<file path="config.mk">
export PLATFORM = sky130hd
export DESIGN_NAME = standby_wake_interrupt_ctrl
export DESIGN_NICKNAME = d
export VERILOG_FILES = /design/src/core/wake_ctrl_pkg.sv /design/src/core/sync2.sv /design/src/core/standby_wake_interrupt_ctrl.sv
export SDC_FILE = /design/constraint.sdc
export NUM_CORES = 1
export LEC_CHECK = 0
export BUFFER_PORTS_ARGS = -buffer_cell sky130_fd_sc_hd__buf_2
export CORE_MARGIN = 2
export CORE_UTILIZATION = 30
export DETAILED_ROUTE_END_ITERATION = 7
export HOLD_SLACK_MARGIN = 0.06
export PLACE_DENSITY_LB_ADDON = 0.08
export REMOVE_ABC_BUFFERS = 1
export SLEW_MARGIN = 20
export SYNTH_ARGS = -nofsm -noshare
export SYNTH_HDL_FRONTEND = slang
export SYNTH_SLANG_ARGS = --single-unit
</file>
<file path="constraint.sdc">
create_clock -name clk_sys -period 7.7 [get_ports clk_sys]
set_clock_uncertainty 0.1 [all_clocks]
set_input_delay 1.54 -clock clk_sys [delete_from_list [all_inputs] [get_ports clk_sys]]
set_output_delay 1.54 -clock clk_sys [all_outputs]
set_load 0.05 [all_outputs]
</file>
<file path="src/core/wake_ctrl_pkg.sv">
// Constants, types and register map for the standby wake-up controller.
package wake_ctrl_pkg;

	// -------------------------------------------------------------
	// Device register map
	// -------------------------------------------------------------
	localparam logic [31:0] CFG_A_ADDR = 32'hFFFF_EE10;
	localparam logic [31:0] CFG_B_ADDR = 32'hFFFF_EE14;
	localparam logic [31:0] CLR_ADDR   = 32'hFFFF_EE20;

	// -------------------------------------------------------------
	// Field layout of one byte lane of a configuration register
	// -------------------------------------------------------------
	localparam int          LANE_W    = 8;
	localparam int          LEVEL_LSB = 4;
	localparam int          EN_BIT    = 0;
	localparam int          CODE_W    = 3;
	localparam logic [1:0]  LVL_LOW   = 2'h0;
	localparam logic [1:0]  LVL_HIGH  = 2'h1;
	localparam logic [1:0]  LVL_FALL  = 2'h2;
	localparam logic [1:0]  LVL_RISE  = 2'h3;
	localparam logic [1:0]  LVL_RESET = LVL_FALL;

	// -------------------------------------------------------------
	// Source codes, shared by lane selection and request clearing
	// -------------------------------------------------------------
	localparam logic [2:0]  SRC_EXT4     = 3'h4;
	localparam logic [2:0]  SRC_KEYWAKE  = 3'h5;
	localparam logic [2:0]  SRC_EXTGROUP = 3'h6;
	localparam logic [2:0]  SRC_RTC      = 3'h7;

	// -------------------------------------------------------------
	// Commands, bus carrier and controller states
	// -------------------------------------------------------------
	typedef enum logic [1:0] {
		OP_CONFIG = 2'h0,
		OP_CLEAR  = 2'h1,
		OP_READ   = 2'h2
	} op_e;

	typedef struct packed {
		op_e        op;
		logic [2:0] src;
		logic [1:0] level;
		logic       enable;
	} cmd_s;

	typedef struct packed {
		logic [31:0] addr;
		logic [31:0] wdata;
		logic [3:0]  be;
		logic        wr;
		logic        rd;
	} dev_bus_s;

	typedef enum logic [8:0] {
		ST_IDLE   = 9'h001,
		ST_PIN    = 9'h002,
		ST_LEVEL  = 9'h004,
		ST_CLEAR  = 9'h008,
		ST_SIDE   = 9'h010,
		ST_ENABLE = 9'h020,
		ST_READ   = 9'h040,
		ST_BUS    = 9'h080,
		ST_DONE   = 9'h100
	} st_e;

endpackage

</file>
<file path="src/core/sync2.sv">
// Two flip-flop synchroniser for signals arriving from device pins.
`timescale 1ns/10ps
module sync2 #(
	parameter int W = 1
) (
	input  wire logic         clk_sys,
	input  wire logic         rst,
	input  wire logic [W-1:0] d,
	output logic      [W-1:0] q
);

	logic [W-1:0] meta_r;

	// -------------------------------------------------------------
	// Synchroniser stages
	// -------------------------------------------------------------
	// The first stage feeds only the second stage.
	always_ff @(posedge clk_sys or posedge rst) begin
		if (rst) begin
			meta_r <= '0;
			q      <= '0;
		end else begin
			meta_r <= d;
			q      <= meta_r;
		end
	end

endmodule

</file>
<file path="src/core/standby_wake_interrupt_ctrl.sv">
// Controller that programs and clears the device's standby wake sources.
`timescale 1ns/10ps
// Function
// RULE1: Device has config register for inputs 0-3.
// RULE2: Two-bit field selects level or edge.
// RULE3: Bit 0 per lane enables the request.
// RULE4: Reset: fields read 10, enables 0.
// RULE5: Key wake and group fields set to 01.
// RULE6: Real-time clock field set to 11.
// RULE7: Enabling a source also programs its field.
// RULE8: Pin, level, clear, then enable, in order.
// RULE9: Eight sources can end standby.
// RULE10: Groups detect themselves; main controller high level.
// RULE11: Inputs 0-4 as plain interrupts: main level.
// RULE12: Groups as plain interrupts: own registers, high.
// RULE13: Clock interrupt configured in both blocks always.
// RULE14: Other sources have no wake fields.
// RULE15: Three-bit code clears one latched wake request.
// RULE16: Inputs and clock cleared twice, wake first.
// RULE17: Groups cleared through their own registers.
module standby_wake_interrupt_ctrl (
	input  wire logic                    clk_sys,
	input  wire logic                    rst,
	input  wire logic                    cmd_valid,
	input  wake_ctrl_pkg::cmd_s          cmd,
	output logic                         cmd_ready,
	output logic                         done,
	output logic [31:0]                  rd_data,
	output wake_ctrl_pkg::dev_bus_s      dev_bus,
	input  wire logic                    dev_ack,
	input  wire logic [31:0]             dev_rdata,
	output logic                         pin_enable,
	output logic                         main_cfg,
	output logic [1:0]                   main_level,
	output logic                         main_clear,
	output logic                         group_clear,
	output logic [2:0]                   side_src
);
	import wake_ctrl_pkg::*;

	st_e         state_r;
	st_e         state_nxt;
	st_e         ret_r;
	st_e         ret_nxt;
	logic        phase_r;
	logic        phase_nxt;
	cmd_s        cmd_r;
	dev_bus_s    bus_nxt;
	logic        ack_s;
	logic [31:0] rdata_s;
	logic        lvl_seen_r;
	logic        clr_seen_r;
	logic        mcfg_seen_r;

	// -------------------------------------------------------------
	// Pin synchronisers
	// -------------------------------------------------------------
	sync2 #(.W(1)) u_ack_sync (
		.clk_sys (clk_sys),
		.rst     (rst),
		.d       (dev_ack),
		.q       (ack_s)
	);

	sync2 #(.W(32)) u_rdata_sync (
		.clk_sys (clk_sys),
		.rst     (rst),
		.d       (dev_rdata),
		.q       (rdata_s)
	);

	// -------------------------------------------------------------
	// Source decode and lane data
	// -------------------------------------------------------------
	// Group sources detect their own edge, so the wake field is high.
	wire        grp_w    = (cmd_r.src == SRC_KEYWAKE) ||
	                       (cmd_r.src == SRC_EXTGROUP);
	wire        rtc_w    = (cmd_r.src == SRC_RTC);
	wire        pinsrc_w = (cmd_r.src <= SRC_EXT4);
	// Forced encodings for groups and the clock source.
	wire [1:0]  lvl_w    = grp_w ? LVL_HIGH : // RULE5 RULE10
	                       rtc_w ? LVL_RISE : // RULE6
	                       cmd_r.level;
	// Bit 2 of the code picks the register, the low bits the lane.
	wire [31:0] cfg_addr_w = cmd_r.src[2] ? CFG_B_ADDR : CFG_A_ADDR; // RULE1
	wire [3:0]  lane_be_w  = 4'(4'h1 << cmd_r.src[1:0]); // RULE9
	wire [7:0]  lane_lvl_w = 8'({6'h00, lvl_w} << LEVEL_LSB); // RULE2
	wire [7:0]  lane_off_w = lane_lvl_w;
	wire [7:0]  lane_on_w  = lane_lvl_w | 8'(8'h01 << EN_BIT); // RULE3
	wire [31:0] clr_data_w = {29'h0000_0000, cmd_r.src}; // RULE15
	wire        is_cfg_w   = (cmd_r.op == OP_CONFIG);
	wire        take_w     = (state_r == ST_IDLE) && cmd_valid;
	wire        ack_rd_w   = (state_r == ST_BUS) && !phase_r && ack_s &&
	                         dev_bus.rd;

	// -------------------------------------------------------------
	// Sequencer next state
	// -------------------------------------------------------------
	// Configuration walks pin (inputs 0-4 only), level, clear (not for groups), side, then enable if set.
	always_comb begin
		state_nxt = state_r;
		ret_nxt   = ret_r;
		phase_nxt = phase_r;
		bus_nxt   = dev_bus;
		unique case (state_r)
			ST_IDLE: begin
				if (cmd_valid) begin
					unique case (cmd.op)
						OP_CONFIG: state_nxt = (cmd.src <= SRC_EXT4) ?
						                       ST_PIN : ST_LEVEL;
						OP_CLEAR: state_nxt =
							((cmd.src == SRC_KEYWAKE) ||
							 (cmd.src == SRC_EXTGROUP)) ?
							ST_SIDE : ST_CLEAR;
						default: state_nxt = ST_READ;
					endcase
				end
			end
			ST_PIN: begin
				state_nxt = ST_LEVEL; // RULE8
			end
			ST_LEVEL: begin
				bus_nxt   = '{cfg_addr_w, {4{lane_off_w}}, lane_be_w,
				              1'b1, 1'b0}; // RULE7 RULE8
				ret_nxt   = grp_w ? ST_SIDE : ST_CLEAR;
				state_nxt = ST_BUS;
			end
			ST_CLEAR: begin
				bus_nxt   = '{CLR_ADDR, clr_data_w, 4'h1, 1'b1, 1'b0};
				ret_nxt   = ST_SIDE; // RULE16
				state_nxt = ST_BUS;
			end
			ST_SIDE: begin
				state_nxt = (is_cfg_w && cmd_r.enable) ? ST_ENABLE : ST_DONE;
			end
			ST_ENABLE: begin
				bus_nxt   = '{cfg_addr_w, {4{lane_on_w}}, lane_be_w,
				              1'b1, 1'b0}; // RULE8
				ret_nxt   = ST_DONE;
				state_nxt = ST_BUS;
			end
			ST_READ: begin
				bus_nxt   = '{cfg_addr_w, 32'h0000_0000, 4'hF, 1'b0, 1'b1};
				ret_nxt   = ST_DONE;
				state_nxt = ST_BUS;
			end
			ST_BUS: begin
				if (!phase_r) begin
					if (ack_s) begin
						bus_nxt.wr = 1'b0;
						bus_nxt.rd = 1'b0;
						phase_nxt  = 1'b1;
					end
				end else if (!ack_s) begin
					phase_nxt = 1'b0;
					state_nxt = ret_r;
				end
			end
			ST_DONE: begin
				state_nxt = ST_IDLE;
			end
		endcase
	end

	// -------------------------------------------------------------
	// Sequencer registers
	// -------------------------------------------------------------
	always_ff @(posedge clk_sys or posedge rst) begin
		if (rst) begin
			state_r <= ST_IDLE;
			ret_r   <= ST_IDLE;
			phase_r <= 1'b0;
			dev_bus <= '0;
		end else begin
			state_r <= state_nxt;
			ret_r   <= ret_nxt;
			phase_r <= phase_nxt;
			dev_bus <= bus_nxt;
		end
	end

	// Command capture and read data return.
	always_ff @(posedge clk_sys or posedge rst) begin
		if (rst) begin
			cmd_r   <= '0;
			rd_data <= 32'h0000_0000;
		end else begin
			if (take_w) begin
				cmd_r <= cmd;
			end
			if (ack_rd_w) begin
				rd_data <= rdata_s;
			end
		end
	end

	// -------------------------------------------------------------
	// Side signals to pins, main controller and group blocks
	// -------------------------------------------------------------
	// Groups are cleared in their own blocks, the rest in main.
	wire side_w = (state_r == ST_SIDE);
	always_ff @(posedge clk_sys or posedge rst) begin
		if (rst) begin
			cmd_ready   <= 1'b1;
			done        <= 1'b0;
			pin_enable  <= 1'b0;
			main_cfg    <= 1'b0;
			main_level  <= LVL_HIGH;
			main_clear  <= 1'b0;
			group_clear <= 1'b0;
			side_src    <= 3'h0;
		end else begin
			cmd_ready   <= (state_nxt == ST_IDLE);
			done        <= (state_r == ST_DONE);
			pin_enable  <= (state_r == ST_PIN) && pinsrc_w; // RULE8
			main_cfg    <= side_w && is_cfg_w; // RULE11 RULE13
			main_level  <= grp_w ? LVL_HIGH : cmd_r.level; // RULE10 RULE12
			main_clear  <= side_w && !grp_w; // RULE16
			group_clear <= side_w && grp_w; // RULE17
			side_src    <= cmd_r.src;
		end
	end

	// -------------------------------------------------------------
	// Helper flags for checking sequence order
	// -------------------------------------------------------------
	always_ff @(posedge clk_sys or posedge rst) begin
		if (rst) begin
			lvl_seen_r  <= 1'b0;
			clr_seen_r  <= 1'b0;
			mcfg_seen_r <= 1'b0;
		end else if (state_r == ST_IDLE) begin
			lvl_seen_r  <= 1'b0;
			clr_seen_r  <= 1'b0;
			mcfg_seen_r <= 1'b0;
		end else begin
			lvl_seen_r  <= lvl_seen_r || (state_r == ST_LEVEL);
			clr_seen_r  <= clr_seen_r || (state_r == ST_CLEAR) || side_w;
			mcfg_seen_r <= mcfg_seen_r || (side_w && is_cfg_w);
		end
	end
endmodule

</file>
==> run_results.csv <==
group,metric,value,unit
yosys,ys_seq_area_frac,0.6456,
detailed_routing,firstDrtPassIters,4,
yosys,syn-mean-instance-area,13.95,µm²
critical_path,r2r-end,"rd_data[23]",
yosys,synth-compound-area-share,0.06930,
clocking,cts_hold_buf,0,
final_layout,final_cell_area,6875,µm²
pwr,p_sw,1.395,mW
detailed_routing,wirelength,11850,µm
sta,timing_hold_violations_final,0,
die,coreArea,18710,µm²
final_layout,finish.utilization,0.3676,
job,maxCapViolCount,0,
yosys,syn_area,5705,µm²
critical_path,cp_max_fo,23,
detailed_routing,wl_per_cell,15.62,µm
detailed_routing,antenna_left,0,
detailed_routing,via_per_inst,4.332,
yosys,synth-xor-area-share,0.009211,
pwr,intPower,1.864,mW
pwr,pwr-share-comb,0.390,
critical_path,critPathMaxStageDelay,0.66,ns
die,die_x,141.9,µm
die,num_rows,50,
yosys,yosysWarnings,0,
yosys,ys_async_sr_fraction,1.000,
pwr,p_leak,3.397,nW
final_layout,drive_above_1_share,0.4152,
yosys,ys_types,58,
sta,slew_viol_final,0,
placed_design,dpl.hpwl,8232,µm
clocking,cts_resized,0,
yosys,synthSimpleGateAreaFrac,0.07500,
critical_path,r2r_cells,4,
yosys,synthCells,409,
global_route,antenna_found_initial,0,
yosys,yosysTopAreaCell,"dfrtp_1",
pwr,pwr_density_cell,474.0,nW/µm²
sta,post-route-period-util,0.4007,
sta,rsz0062_at_grt,"false",
clocking,root_buffer,"clkbuf_16",
global_route,grt_remaining_overflow,0,
yosys,synth-seq-cells,147,
min_path,min-delay-start,"u_rdata_sync.meta_r[8]",
final_layout,nets,556,
clocking,cts_buffers,17,
yosys,synth.top_cell.area_share,0.6272,
critical_path,cp.required,6.06,ns
critical_path,cp.arrival,1.45,ns
global_route,grt_pass1_wl,18640,µm
die,ioPinCount,157,
min_path,hold_depth,0,
clocking,cts.path.max_buffers,2,
global_route,grt_pass1_vias,3292,
sta,worst_slew_pin_slew,0.9572,ns
die,die_area,20140,µm²
placed_design,gp_congestion,0.7713,
die,initial_core_util,0.3050,
yosys,synth_mux_area_frac,0.1024,
sta,tns,0,ns
critical_path,rrSetupSlack,4.66,ns
detailed_routing,vias,3288,
clocking,postCtsSetupBuffers,0,
sta,slew_headroom,0.3619,
critical_path,cp_num_buf_inv,1,
min_path,hold_path_end,"u_rdata_sync.q[8]",
outcome,status,"finished clean",
yosys,synth_commonest_cells,"dfrtp_1, buf_4, mux2_4, inv_1, nor2_1",
critical_path,timing.rr.start,"state_r[4]",
yosys,ys.flop_type,"dfrtp_1",
die,die_y,141.9,µm
yosys,yosys.area_share.adder,0,
pwr,vdd_ir_drop_max,0.1490,mV
global_route,grtUsageTotal,0.1224,
detailed_routing,drt_iter0_markers,113,
critical_path,path_cells,"buf_2",
placed_design,dpl_cell_area,6255,µm²
critical_path,crit_family,"flip-flops",
global_route,grt_max_degree,77,
pwr,seqPwrFrac,0.347,
pwr,switching_share,0.4282,
sta,fmax,0.3241,GHz
sta,setup_viol,0,
critical_path,endpoint_kind,"output pin",
yosys,synth_edf_count,0,
clocking,clock_latency,0.42,ns
detailed_routing,drc,0,
sta,hold_ws,0.2419,ns
sta,finalCriticalPeriod,3.085,ns
final_layout,area_growth,20.50,%
clocking,cts_tree,"yes",
critical_path,start_kind,"register",
yosys,synth_top_family_by_area,"multiplexers",
placed_design,portBuffers,131,
min_path,hp-class,"register to register",
clocking,cts_sinks,147,
clocking,path_clk_slew,0.07,ns
critical_path,critPathKind,"register to output pin",
clocking,htreeDepth,4,
critical_path,worst_path_max_delay_cell,"dfrtp_1",
yosys,synth_area_leaders,"dfrtp_1, mux2_4, buf_4",
yosys,synth.most_common_cell,"dfrtp_1",
final_layout,diodes,0,
pwr,clock_power_share,0.263,
layer usage:
metal / vias up / track usage / part of all wire
met4: 0 / 0.03947 / 0.010
met3: 8 / 0.04219 / 0.042
met2: 77 / 0.1880 / 0.49
li1: 1543 / - / -
met5: - / 0 / 0
met1: 1660 / 0.1631 / 0.46
cell families after synthesis:
kind of cell,Yosys count
flip-flops,147
buffers and inverters,86
XOR/XNOR,6
AND/OR/NAND/NOR,71
other,1
AO/OA/AOI/OAI,56
multiplexers,42
layout make-up:
cell class                 instances  area, µm²
fill                            1833      11830
sequential                       147       3684
multi-input combinational        200       1554
timing repair buffer             133      670.6
clock buffer                      18      439.2
tap                              234      292.8
clock inverter                    14      181.4
inverter                          13      53.80
cell usage in the layout, fill, tap and decap left out, types with 5 or more instances in the layout:
| cell | netlist | layout |
|---|---|---|
| buf_2 | 5 | 131 |
| o21ai_0 | 10 | 10 |
| xor2_1 | 5 | 5 |
| nor2b_1 | 5 | 5 |
| nor3_1 | 11 | 11 |
| mux2_4 | 30 | 30 |
| clkbuf_16 | 0 | 17 |
| inv_1 | 13 | 12 |
| inv_6 | 0 | 6 |
| conb_1 | 1 | 25 |
| dfrtp_1 | 143 | 143 |
| nor2_1 | 13 | 13 |
| a21oi_1 | 11 | 11 |
| mux2_2 | 11 | 11 |
| nand2_1 | 11 | 11 |
state kept, by name, summed over array words and instances, names as in the netlist, 2 cells and up:
signal,flops
rd_data,32
u_rdata_sync.meta_r,32
u_rdata_sync.q,32
dev_bus,16
state_r,9
cmd_r,5
ret_r,4
clr_data_w,3
side_src,3
main_level,2
metrics by stage:
stage	worst slack, ns	power (mW)	std cells
2_1_floorplan	-0.7878	2.104	360
3_3_place_gp	4.427	2.422	727
3_5_place_dp	4.391	2.431	727
4_1_cts	4.568	3.307	759
5_1_grt	4.468	3.434	759
6_report	4.615	3.259	759
power groups by stage:
stage	logic (mW)	registers, mW	clock network (mW)
floorplan	0.481	1.62	0
global placement	1.28	1.14	0
detailed placement	1.28	1.15	0
CTS	1.29	1.14	0.884
global route	1.35	1.16	0.919
finish	1.27	1.13	0.858
worst max-delay path by stage:
stage,from,cells past startpoint,end
global route,state_r[4],4,rd_data[12]
floorplan,dev_bus[68],0,dev_bus[47]
CTS,dev_bus[68],1,dev_bus[67]
finish,dev_bus[68],1,dev_bus[48]
detailed placement,rst,3,u_rdata_sync.meta_r[27]
global placement,rst,3,u_ack_sync.meta_r
Power figures use the tool's default switching activity.
